<file path="config.mk">
export PLATFORM = sky130hd
export DESIGN_NAME = mtou_trace
export DESIGN_NICKNAME = d
export VERILOG_FILES = /design/src/inc/mtou_pkg.sv /design/src/verilog/mtou_trace.sv
export SDC_FILE = /design/constraint.sdc
export NUM_CORES = 1
export LEC_CHECK = 0
export BUFFER_PORTS_ARGS = -buffer_cell sky130_fd_sc_hd__buf_2
export CORE_MARGIN = 5
export CORE_UTILIZATION = 45
export CTS_CLUSTER_SIZE = 12
export DETAILED_ROUTE_END_ITERATION = 8
export MAX_ROUTING_LAYER = met4
export PLACE_DENSITY = 0.77
export SETUP_SLACK_MARGIN = 0.3
export SLEW_MARGIN = 5
export SYNTH_ARGS = -nofsm -noshare
export SYNTH_HDL_FRONTEND = slang
export SYNTH_SLANG_ARGS = --single-unit
</file>
<file path="constraint.sdc">
create_clock -name clk_i -period 2.35 [get_ports clk_i]
set_clock_uncertainty 0.1 [all_clocks]
set_input_delay 0.235 -clock clk_i [delete_from_list [all_inputs] [get_ports clk_i]]
set_output_delay 0.235 -clock clk_i [all_outputs]
set_load 0.05 [all_outputs]
</file>
<file path="src/inc/mtou_pkg.sv">
// Package of constants and types for the microcode trace output unit
package mtou_pkg;

	// Register data and address widths
	localparam int unsigned DATA_W = 16;
	localparam int unsigned ADDR_W = 9;

	// Register offsets (register index, not byte address)
	localparam logic [8:0] TRACE_START_OFS  = 9'h1AA;
	localparam logic [8:0] TRACE_STOP_OFS   = 9'h1AB;
	localparam logic [8:0] TRACE_CONFIG_OFS = 9'h1AC;
	localparam logic [8:0] TRACE_STATUS_OFS = 9'h1AD;

	// Field layout
	localparam int unsigned PC_W      = 10;
	localparam int unsigned CORE_W    = 2;
	localparam int unsigned POST_W    = 8;
	localparam int unsigned CODE_W    = 4;
	localparam int unsigned EN_POS    = 15;
	localparam int unsigned CORE_POS  = 8;
	localparam int unsigned POST_POS  = 0;

	// Reset values
	localparam logic [PC_W-1:0]   START_RST = 10'h000;
	localparam logic [PC_W-1:0]   STOP_RST  = 10'h000;
	localparam logic [CORE_W-1:0] CORE_RST  = 2'h0;
	localparam logic [POST_W-1:0] POST_RST  = 8'h00;

	// Post-trigger length that never expires
	localparam logic [POST_W-1:0] POST_FOREVER = 8'hFF;

	// Timing: clk_i is the serial bit clock, four bits per sequencer cycle
	localparam int unsigned SEQ_DIV    = CODE_W;
	localparam logic [1:0]  PHASE_LAST = 2'h3;
	// Calibration: eight periods at half the sequencer rate = 16 sequencer cycles
	localparam int unsigned CAL_PERIODS = 8;
	localparam logic [4:0]  CAL_LAST    = 5'(2 * CAL_PERIODS - 1);
	// Low gap after calibration, in sequencer cycles
	localparam int unsigned GAP_SEQ     = 1;

	typedef struct packed {
		logic              enable;
		logic [CORE_W-1:0] core_choice_field;
		logic [POST_W-1:0] post_len;
	} mtou_cfg_s;

	typedef enum logic [5:0] {
		ST_OFF   = 6'b000001,
		ST_CAL   = 6'b000010,
		ST_GAP   = 6'b000100,
		ST_IDLE  = 6'b001000,
		ST_TRACE = 6'b010000,
		ST_POST  = 6'b100000
	} mtou_state_e;

endpackage

</file>
<file path="src/verilog/mtou_trace.sv">
// Microcode trace output unit: calibration, start/stop trigger and serial path-code stream
//
// Summary of operation
// [RULE1] Enabling trace sends eight clock periods at half the sequencer rate on pin.
// [RULE2] After the burst the pin stays low at least one sequencer cycle.
// [RULE3] Tracer shares no clock; it locks its sampling onto the calibration burst.
// [RULE4] With trace enabled and engine idle, tracing starts when selected PC equals start.
// [RULE5] Start address is written by software through the register port.
// [RULE6] While tracing, one 4-bit path code leaves every sequencer cycle.
// [RULE7] Codes carry PC changes; tracer accumulates them from the known start address.
// [RULE8] Reaching the stop address while tracing moves the engine to post-trigger.
// [RULE9] Writing enable to 0 stops tracing at any time.
// [RULE10] Post-trigger emits codes for the programmed cycle count, then returns to idle.
// [RULE11] A post-trigger length of all ones never expires; only disable stops it.
// [RULE12] Config register holds enable, core choice and post-trigger length.
// [RULE13] Pin stays low while disabled or idle after calibration.
`timescale 1ns/100ps
module mtou_trace
	import mtou_pkg::*;
#(
	parameter int unsigned NCORES = 4
) (
	input  wire logic                              clk_i,
	input  wire logic                              srst_i,
	input  wire logic [ADDR_W-1:0]                 reg_addr_i,
	input  wire logic [DATA_W-1:0]                 reg_wdata_i,
	input  wire logic                              reg_we_i,
	input  wire logic                              reg_re_i,
	output logic      [DATA_W-1:0]                 reg_rdata_o,
	input  wire logic [NCORES-1:0][PC_W-1:0]       microcode_program_counter_i,
	input  wire logic [NCORES-1:0][CODE_W-1:0]     path_code_i,
	output logic                                   debug_trace_pin_o
);

	mtou_cfg_s         cfg_q;
	logic [PC_W-1:0]   start_q;
	logic [PC_W-1:0]   stop_q;
	mtou_state_e       state_q;
	logic [1:0]        phase_q;
	logic [4:0]        cal_cnt_q;
	logic [POST_W-1:0] post_cnt_q;
	logic [CODE_W-1:0] shift_q;
	logic              en_prev_q;
	logic              tick;
	logic              cfg_wr;
	logic              wr_en;
	logic [CODE_W-1:0] sel_code;

	logic [NCORES-1:0] start_hit;
	logic [NCORES-1:0] stop_hit;
	logic              start_now;
	logic              stop_now;
	logic              post_live;
	logic              code_due;

	logic              start_wr;
	logic              stop_wr;
	logic [DATA_W-1:0] rdata_d;
	logic              pin_d;

	function automatic logic addr_hit(input logic [ADDR_W-1:0] a, input logic [8:0] ofs);
		addr_hit = (a == ofs);
	endfunction

	// A tail length of all ones is the endless tail
	function automatic logic tail_running(input logic [POST_W-1:0] cnt,
	                                      input logic [POST_W-1:0] len);
		tail_running = (len == POST_FOREVER) || (cnt != len);
	endfunction

	// Sequencer cycle boundary: last bit of the current code is on pin_d, one clock before it reaches the pin
	assign tick     = (phase_q == PHASE_LAST);
	assign cfg_wr    = reg_we_i && addr_hit(reg_addr_i, TRACE_CONFIG_OFS);
	assign start_wr  = reg_we_i && addr_hit(reg_addr_i, TRACE_START_OFS);
	assign stop_wr   = reg_we_i && addr_hit(reg_addr_i, TRACE_STOP_OFS);
	assign wr_en     = reg_wdata_i[EN_POS];
	assign sel_code  = path_code_i[cfg_q.core_choice_field];
	assign start_now = start_hit[cfg_q.core_choice_field];
	assign stop_now  = stop_hit[cfg_q.core_choice_field];
	assign post_live = tail_running(post_cnt_q, cfg_q.post_len);

	// Two comparators per core, start and stop; the core choice then only steers a single bit of each
	for (genvar c = 0; c < NCORES; c++) begin : g_core
		assign start_hit[c] = (microcode_program_counter_i[c] == start_q);
		assign stop_hit[c]  = (microcode_program_counter_i[c] == stop_q);
	end

	// Whether the code of this sequencer cycle goes out on the pin
	always_comb begin
		code_due = 1'b0;
		case (state_q)
			ST_IDLE: begin
				code_due = start_now; // [RULE4]
			end
			ST_TRACE: begin
				code_due = 1'b1; // [RULE6]
			end
			ST_POST: begin
				code_due = post_live; // [RULE10] [RULE11]
			end
			default: begin
				code_due = 1'b0;
			end
		endcase
	end

	// Start and stop addresses; upper bits of the written word are dropped
	always_ff @(posedge clk_i) begin
		if (srst_i) begin
			start_q <= START_RST;
		end else if (start_wr) begin
			start_q <= reg_wdata_i[PC_W-1:0]; // [RULE5]
		end
	end

	always_ff @(posedge clk_i) begin
		if (srst_i) begin
			stop_q <= STOP_RST;
		end else if (stop_wr) begin
			stop_q <= reg_wdata_i[PC_W-1:0];
		end
	end

	// Configuration; one write may change enable, core choice and tail length at once
	always_ff @(posedge clk_i) begin
		if (srst_i) begin
			cfg_q <= '{enable: 1'b0, core_choice_field: CORE_RST, post_len: POST_RST};
		end else if (cfg_wr) begin
			cfg_q.enable            <= wr_en; // [RULE12]
			cfg_q.core_choice_field <= reg_wdata_i[CORE_POS +: CORE_W]; // [RULE12]
			cfg_q.post_len          <= reg_wdata_i[POST_POS +: POST_W]; // [RULE12]
		end
	end

	// Read mux; unmapped indices read as zero
	always_comb begin
		rdata_d = '0;
		case (reg_addr_i)
			TRACE_START_OFS: begin
				rdata_d[PC_W-1:0] = start_q;
			end
			TRACE_STOP_OFS: begin
				rdata_d[PC_W-1:0] = stop_q;
			end
			TRACE_CONFIG_OFS: begin
				rdata_d[EN_POS]             = cfg_q.enable;
				rdata_d[CORE_POS +: CORE_W] = cfg_q.core_choice_field;
				rdata_d[POST_POS +: POST_W] = cfg_q.post_len;
			end
			TRACE_STATUS_OFS: begin
				rdata_d[5:0]                    = state_q;
				rdata_d[POST_POS + 8 +: POST_W] = post_cnt_q;
			end
			default: begin
				rdata_d = '0;
			end
		endcase
	end

	// Read data stand only in the cycle after the strobe, zero otherwise
	always_ff @(posedge clk_i) begin
		if (srst_i || !reg_re_i) begin
			reg_rdata_o <= 16'h0000;
		end else begin
			reg_rdata_o <= rdata_d;
		end
	end

	// Free-running bit phase inside a sequencer cycle
	always_ff @(posedge clk_i) begin
		if (srst_i) begin
			phase_q <= 2'h0;
		end else begin
			phase_q <= phase_q + 2'h1;
		end
	end

	// Remembers the enable level so a 0-to-1 change restarts calibration
	always_ff @(posedge clk_i) begin
		if (srst_i) begin
			en_prev_q <= 1'b0;
		end else if (state_q == ST_OFF && tick) begin
			en_prev_q <= cfg_q.enable;
		end else if (!cfg_q.enable) begin
			en_prev_q <= 1'b0;
		end
	end

	// Trace engine; moves only on sequencer boundaries, except that disable acts at once
	always_ff @(posedge clk_i) begin
		if (srst_i) begin
			state_q <= ST_OFF;
		end else if (!cfg_q.enable) begin
			state_q <= ST_OFF; // [RULE9]
		end else if (tick) begin
			case (state_q)
				ST_OFF: begin
					if (!en_prev_q) begin
						state_q <= ST_CAL; // [RULE1]
					end
				end
				ST_CAL: begin
					if (cal_cnt_q == CAL_LAST) begin
						state_q <= ST_GAP; // [RULE2]
					end
				end
				ST_GAP: begin
					state_q <= ST_IDLE; // [RULE2]
				end
				ST_IDLE: begin
					if (start_now) begin
						state_q <= ST_TRACE; // [RULE4]
					end
				end
				ST_TRACE: begin
					if (stop_now) begin
						state_q <= ST_POST; // [RULE8]
					end
				end
				ST_POST: begin
					// An all-ones length keeps the tail alive until disable
					if (!post_live) begin
						state_q <= ST_IDLE; // [RULE10] [RULE11]
					end
				end
				default: begin
					state_q <= ST_OFF;
				end
			endcase
		end
	end

	// Calibration period counter, one step per sequencer cycle of the burst
	always_ff @(posedge clk_i) begin
		if (srst_i || !cfg_q.enable) begin
			cal_cnt_q <= 5'h00;
		end else if (tick && state_q == ST_OFF) begin
			cal_cnt_q <= 5'h00;
		end else if (tick && state_q == ST_CAL && cal_cnt_q != CAL_LAST) begin
			cal_cnt_q <= cal_cnt_q + 5'h01; // [RULE1]
		end
	end

	// Tail counter; cleared on the stop hit, frozen for the endless tail
	always_ff @(posedge clk_i) begin
		if (srst_i || !cfg_q.enable) begin
			post_cnt_q <= POST_RST;
		end else if (tick && state_q == ST_TRACE && stop_now) begin
			post_cnt_q <= POST_RST; // [RULE8]
		end else if (tick && state_q == ST_POST && cfg_q.post_len != POST_FOREVER &&
		             post_live) begin
			post_cnt_q <= post_cnt_q + 8'h01; // [RULE10]
		end
	end

	// Code serialiser: one 4-bit code per sequencer cycle, MSB first
	always_ff @(posedge clk_i) begin
		if (srst_i) begin
			shift_q <= 4'h0;
		end else if (tick) begin
			if (cfg_q.enable && code_due) begin
				shift_q <= sel_code; // [RULE6]
			end else begin
				shift_q <= 4'h0;
			end
		end else begin
			shift_q <= {shift_q[CODE_W-2:0], 1'b0};
		end
	end

	// Pin level for the next bit time; only the burst and the code stream raise it
	always_comb begin
		pin_d = 1'b0;
		if (cfg_q.enable) begin
			case (state_q)
				ST_CAL: begin
					// High one sequencer cycle, low the next: half the sequencer rate
					pin_d = ~cal_cnt_q[0]; // [RULE1]
				end
				ST_GAP: begin
					pin_d = 1'b0; // [RULE2]
				end
				ST_TRACE, ST_POST: begin
					pin_d = shift_q[CODE_W-1]; // [RULE6]
				end
				default: begin
					pin_d = 1'b0; // [RULE13]
				end
			endcase
		end
	end

	// Registered so decode glitches never reach the tracer
	always_ff @(posedge clk_i) begin
		if (srst_i) begin
			debug_trace_pin_o <= 1'b0;
		end else begin
			debug_trace_pin_o <= pin_d; // [RULE13]
		end
	end

endmodule
</file>
==> summary.md, run 1 <==
| Metric | Value |
|---|---|
| Run status | completed |
| Vias in the first global route | slightly above 4000 |
| Worst slack, placed | around 0.12 ns |
| Setup_tns | 0 ns |
| Worst-Margin Slew | roughly 0.62 ns |
| Async SR Flop Fraction | 0 |
| Worst hold start | reg_wdata_i[8] |
| Synth area leader | dfxtp_1 |
| Compound-Gate Fraction of Synth Area | 0.134 |
| H-tree depth | 3 |
| Mux cell area share after synthesis | 0.0302 |
| Fin area | around 5300 µm² |
| Synthesized instance count | between 500 and 600 |
| Final period util | 0.926 |
| Post-Place Cell Area | between 4000 and 5000 µm² |
| # clock sinks | 74 |
| Yosys reg bits | 74 |
| DP HPWL | 9720 µm |
| Die width | around 110 µm |
| Initial Utilization | 0.464 |
| Main flop type after synthesis | dfxtp_1 |
| P per Cell Area | between 400 and 500 nW/µm² |
| Layout Nets | 707 |
| Placed cells | approximately 730 |
| Pre-Repair DR Iteration Count | 5 |
| Period minus WS final | 2.18 ns |
| Leakage | between 2 and 2.5 nW |
| Reg-to-Reg End | state_q[0]$_SDFFE_PP1P_ |
| Total gr overflow | 0 |
| Max_cap viols | 0 |
| R2r setup slk | ~0.17 ns |
| Worst min path class | input port to flop |
| Synth area leaders | dfxtp_1, xnor2_1, xor2_1 |
| GRT Total Usage | 0.230 |
| Post-synth cell types | 47 |
| WL/cell | about 17 µm |
| Remaining DRCs | 0 |
| Seq/Total Area, Yosys | 0.344 |
| Simple-gate share of the synthesized area | 0.231 |
| CTS max path bufs | 2 |
| Post-synthesis xor/xnor area fraction | 0.201 |
| Register-to-Register Path Depth | 7 |
| Share of the synthesized area in the top cell type | 0.344 |
| Post-synth EDFFs | 0 |
| Yosys warning total | 0 |
| Detail Route Antenna Nets | 0 |
| WP data arrival | between 2 and 2.5 ns |
| Layout Cells excl Fill | 752 |
| Worst rel slew slack | 0.585 |
| Peak supply drop | 0.212 mV |
| Crit path required time | 2.45 ns |
| WL final | 12800 µm |
| Hold Slack | between 0.05 and 0.06 ns |
| Area grow syn2layout | 23.6% |
| Pin count of the biggest net entering global routing | 35 |
| Adder-cell share of the synthesized area | 0.0116 |
| RSZ-0062 raised after global routing | yes |
| CTS tree | yes |
| Largest family of logic cells by synthesized area | simple AND/OR/NAND/NOR gates |
| Sw Pwr | ~0.00057 W |
| Syn Area/Cell | between 8 and 9 µm² |
| Final setup fails | 0 |
| Crit path launch type | flop |
| Initial drt markers | 343 |
| Crit path max fanout | 4 |
| Comb power frac | 0.088 |
| Highest clock rate | ~460 MHz |
| Worst-path clk slew | around 0.080 ns |
| PortBufs | 96 |
| Initial antenna violation count | 0 |
| Launching point of the worst reg2reg path | stop_q[7]$_SDFFE_PP0P_ |
| Antenna Cells | 0 |
| Syn Std Cell Area | 4300 µm² |
| Switching portion of total power | 0.226 |
| # fillers | 848 |
| Critical path class | flop to flop |
| Die ar. | 11600 µm² |
| P_int | between 0.0015 and 0.002 W |
| Syn nets | 614 |
| FP Rows | 35 |
| Most common cell after layout, fill and taps aside | buf_2 |
| Fin. Hold Viols | 0 |
| Critical path endpoint category | flop |
| Via count | about 4200 |
| Flop pwr share | 0.496 |
| Clock Power Share | 0.416 |
| Clock insertion delay at the later pin of the skew report | 0.35 ns |
| CTS Root Buffer Type | clkbuf_8 |
| Share of post-route cells with drive strength above 1 | 0.308 |
| First-pass GRT wire length | 20500 µm |
| Die Ht | 108 µm |
| CORE AREA | between 9000 and 10000 µm² |
| CTS Buf Count | 9 |
| Routability congestion estimate | between 0.9 and 1 |
| Vias per std cell | approximately 5.6 |
| WHS Endpoint | stop_q[8]$_SDFFE_PP0P_ |
| Final WS setup | around 0.17 ns |
| Most frequent cells in the layout | buf_2, xnor2_1, dfxtp_1, nand2_1, a21oi_1 |
| Slew Limit Fails | 0 |
| Boundary Pins | 102 |
| WHS Path Cells | 3 |
repair_timing:
item | CTS | global route
gates resized for setup | 20 | 21
cloned | 0 | 0
pin swaps | 15 | 5
setup buffers | 3 | 0
endpoints found under the setup margin | 20 | 34
hold buffers | 0 | 0
power by group through the flow:
| stage | Combinational, W | Clock (W) | Sequential [W] |
|---|---|---|---|
| after floorplan | 0.000107 | 0 | 0.00129 |
| after global placement | 0.000211 | 0 | 0.00129 |
| after detailed placement | 0.000218 | 0 | 0.00129 |
| after CTS | 0.000220 | 0.00107 | 0.00126 |
| after global routing | 0.000242 | 0.00113 | 0.00126 |
| final | 0.000222 | 0.00106 | 0.00126 |
per-layer routing:
layer,vias to the layer above,share of wire,GRT usage
met1,1987,0.42,0.288
met2,205,0.47,0.380
met5,-,0,-
met4,0,0.021,0.0730
li1,2006,-,-
met3,25,0.087,0.0390
per-stage QoR:
| stage | utilization | total power [W] |
|---|---|---|
| floorplan | - | 0.00139 |
| global placement | 0.537 | 0.00150 |
| detailed placement | 0.537 | 0.00151 |
| CTS | 0.568 | 0.00255 |
| global route | 0.573 | 0.00263 |
| finish | 0.573 | 0.00253 |
worst max-delay path, cell delays in order (launching register included):
cell      delay [ns]
dfxtp_4         0.37
xor2_1          0.14
or4_4           0.52
nor3_4          0.17
nor4_2          0.07
a311o_2         0.38
o21ai_1         0.16
o211ai_1        0.10
synthesized netlist by cell type, types with 7 or more instances:
| cell type | number |
|---|---|
| nor4_1 | 11 |
| a22oi_1 | 19 |
| xor2_1 | 41 |
| nand2_1 | 50 |
| a21oi_1 | 48 |
| dfxtp_1 | 74 |
| inv_1 | 7 |
| nor2b_1 | 8 |
| clkbuf_1 | 39 |
| xnor2_1 | 58 |
| o21ai_0 | 7 |
| nor2_1 | 33 |
| nand3_1 | 44 |
| nand4_1 | 17 |
state kept, by name (all words and copies together), names as in the netlist:
name               cells
cal_cnt_q              5
cfg_q                 11
debug_trace_pin_o      1
en_prev_q              1
phase_q                2
post_cnt_q             8
reg_rdata_o           16
shift_q                4
start_q               10
state_q                6
stop_q                10
layout make-up:
class	count	area [µm²]	share of cell area
multi-input combinational	400	2710	0.509
clock buffer	11	131	0.0247
tap	129	161	0.0303
clock inverter	5	78.8	0.0148
sequential	74	1510	0.283
inverter	7	26.3	0.00494
timing repair buffer	126	706	0.133
cells by family (layout without fill, tap and decap cells):
kind of cell,count (synthesis),count (layout)
and+or+nand+nor,197,197
xor gates and xnor gates,99,99
AOI/OAI and AO/OA,92,92
DFF,74,74
buffers and inverters,51,149
muxes,8,8
adders and majority gates,4,4
worst max-delay path by stage:
stage / start / end / slack [ns] / cells after the start
final: stop_q[7]$_SDFFE_PP0P_ / state_q[0]$_SDFFE_PP1P_ / 0.17 / 7
after global routing: stop_q[7]$_SDFFE_PP0P_ / state_q[0]$_SDFFE_PP1P_ / 0.11 / 7
after CTS: stop_q[7]$_SDFFE_PP0P_ / state_q[0]$_SDFFE_PP1P_ / 0.20 / 7
after detailed placement: cal_cnt_q[0]$_SDFFE_PP0P_ / state_q[0]$_SDFFE_PP1P_ / 0.12 / 9
after global placement: cal_cnt_q[0]$_SDFFE_PP0P_ / state_q[0]$_SDFFE_PP1P_ / 0.17 / 9
after floorplan: stop_q[7]$_SDFFE_PP0P_ / state_q[0]$_SDFFE_PP1P_ / 0.29 / 8
Power figures use the tool's default switching activity.
==> inputs of run 2 (changes only) <==
- CORE_MARGIN: 5 -> 1.5
==> summary.md, run 2 (synthesis results as in run 1) <==
| Metric | Value |
|---|---|
| # clock sinks | 74 (unchanged) |
| GRT Total Usage | 0.260 (was 0.230) |
| Detail Route Antenna Nets | 0 (unchanged) |
| Initial drt markers | 369 (was 343) |
| Remaining DRCs | 0 (unchanged) |
| Die width | 101 µm (was 108 µm) |
| Period minus WS final | 2.22 ns (was 2.18 ns) |
| CTS max path bufs | 2 (unchanged) |
| Leakage | 2.11 nW (was 2.03 nW) |
| Layout Nets | 716 (was 707) |
| Clock insertion delay at the later pin of the skew report | 0.35 ns (about the same) |
| CP Cell Sequence | xor2_1 > or4_4 > nor3_4 > nor4_2 > a311o_2 > o21ai_2 > o211ai_1 (was xor2_1 > or4_4 > nor3_4 > nor4_2 > a311o_2 > o21ai_1 > o211ai_1) |
| H-tree depth | 3 (unchanged) |
| Highest clock rate | 451 MHz (was 459 MHz) |
| CTS Buf Count | 9 (unchanged) |
| Worst-Margin Slew | 0.656 ns (was 0.621 ns) |
| First-pass GRT wire length | 19900 µm (was 20500 µm) |
| Worst min path class | input port to flop (unchanged) |
| PortBufs | 96 (unchanged) |
| Final setup fails | 0 (unchanged) |
| WL/cell | 17.2 µm (was 17.1 µm) |
| Regs by FF count | reg_rdata_o (16), cfg_q (11) (unchanged) |
| Slew Limit Fails | 0 (unchanged) |
| Pin count of the biggest net entering global routing | 33 (was 35) |
| DP HPWL | 9340 µm (was 9720 µm) |
| Vias per std cell | 5.71 (was 5.62) |
| P per Cell Area | 460 nW/µm² (was 476 nW/µm²) |
| Max_cap viols | 0 (unchanged) |
| Die Ht | 101 µm (was 108 µm) |
| Sequential Area | 1550 µm² (was 1510 µm²) |
| Peak supply drop | 0.274 mV (was 0.212 mV) |
| CTS tree | yes (unchanged) |
| Via count | 4344 (was 4223) |
| Most frequent cells in the layout | buf_2, xnor2_1, nand2_1, a21oi_1, nand3_1 (was buf_2, xnor2_1, dfxtp_1, nand2_1, a21oi_1) |
| WL final | 13100 µm (was 12800 µm) |
| CTS Root Buffer Type | clkbuf_8 (unchanged) |
| Fin. Hold Viols | 0 (unchanged) |
| Critical-path top delay cell | or4_4 (unchanged) |
| Critical path class | flop to flop (unchanged) |
| Placed cells | 732 (was 733) |
| Crit path launch type | flop (unchanged) |
| Vias in the first global route | 4136 (was 4148) |
| Most common cell after layout, fill and taps aside | buf_2 (unchanged) |
| Final period util | 0.945 (was 0.926) |
| Critical path endpoint category | flop (unchanged) |
| Worst-path clk slew | 0.08 ns (about the same) |
| Area grow syn2layout | 28.5% (was 23.6%) |
| Routability congestion estimate | 0.947 (was 0.979) |
| Initial antenna violation count | 0 (unchanged) |
| Layout Cells excl Fill | 761 (was 752) |
| Pre-Repair DR Iteration Count | 5 (unchanged) |
| RSZ-0062 raised after global routing | yes (unchanged) |
| Share of post-route cells with drive strength above 1 | 0.354 (was 0.308) |
| CTS Hold Bufs | 0 (unchanged) |
| Hold Slack | 0.0455 ns (was 0.0525 ns) |
| # fillers | 795 (was 848) |
| Post-layout util | 0.599 (was 0.573) |
| Total gr overflow | 0 (unchanged) |
| WP data arrival | 2.32 ns (was 2.27 ns) |
| Multi-input combinational cell area | 2810 µm² (was 2710 µm²) |
| Initial Utilization | 0.466 (was 0.464) |
| CORE AREA | 9240 µm² (was 9280 µm²) |
| Max FFs per register | 16 (unchanged) |
| Run status | completed (unchanged) |
| Die ar. | 10200 µm² (was 11600 µm²) |
| Antenna Cells | 0 (unchanged) |
| Boundary Pins | 102 (unchanged) |
| Worst rel slew slack | 0.562 (was 0.585) |
| FP Rows | 35 (unchanged) |
| Crit path required time | 2.45 ns (about the same) |
| Largest reg by FF count | reg_rdata_o (unchanged) |
| Setup_tns | 0 ns (unchanged) |
| Max incr delay on CP | 0.53 ns (was 0.52 ns) |
| Crit path max fanout | 4 (unchanged) |
## run 2: cell types whose count changed in the layout (fill, tap and decap cells not counted), sizes merged
cell  before  now
buf      126  135
## run 2: worst paths after layout
path         slack, ns                       to              startpoint  cells past startpoint
max reg2reg       0.13  state_q[0]$_SDFFE_PP1P_  stop_q[7]$_SDFFE_PP0P_                      7
min reg2reg       0.33    phase_q[0]$_SDFF_PP0_   phase_q[0]$_SDFF_PP0_                      1
max               0.13  state_q[0]$_SDFFE_PP1P_  stop_q[7]$_SDFFE_PP0P_                      7
min               0.05  start_q[1]$_SDFFE_PP0P_          reg_wdata_i[1]                      3
## run 2: critical path: cells and delay by family (launching register included)
kind	cells	cell delay, ns
xor gates and xnor gates	1	0.14
AOI/OAI and AO/OA	3	0.69
DFF	1	0.36
and+or+nand+nor	3	0.78
## run 2: per-layer routing
metal,track usage,part of all wire,vias to the layer above
met5,-,0,-
met4,0.0813,0.026,0
met3,0.0513,0.085,37
met2,0.434,0.47,233
met1,0.316,0.42,2056
li1,-,-,2018
## run 2: metrics by stage
stage	power [W]	area, µm²	setup WS (ns)
2_1_floorplan	0.00139	4330	0.293
4_1_cts	0.00256	5260	0.230
6_report	0.00255	5530	0.130
3_5_place_dp	0.00151	4980	0.115
5_1_grt	0.00264	5530	0.0515
3_3_place_gp	0.00150	4980	0.182
## run 2: what timing repair did
| action | in CTS | in global routing |
|---|---|---|
| setup endpoints to repair | 16 | 21 |
| pin swaps | 8 | 26 |
| gates resized for setup | 27 | 53 |
| hold endpoints to repair | 0 | 0 |
| buffers inserted | 2 | 11 |
## run 2: report_power, final
part / switching (W) / total (W) / internal, W
combinational: 0.000119 / 0.000233 / 0.000114
clock: 0.000470 / 0.00107 / 0.000597
sequential: 0.00000210 / 0.00124 / 0.00124
total: 0.000592 / 0.00255 / 0.00195
## run 2: area by class of cell
cell class,instances,share of cell area
multi-input cells,400,0.507
flip-flops and latches,74,0.281
repair buffers,135,0.140
well taps,129,0.0292
clock buffers,11,0.0237
clock inverters,5,0.0142
inverters,7,0.00475
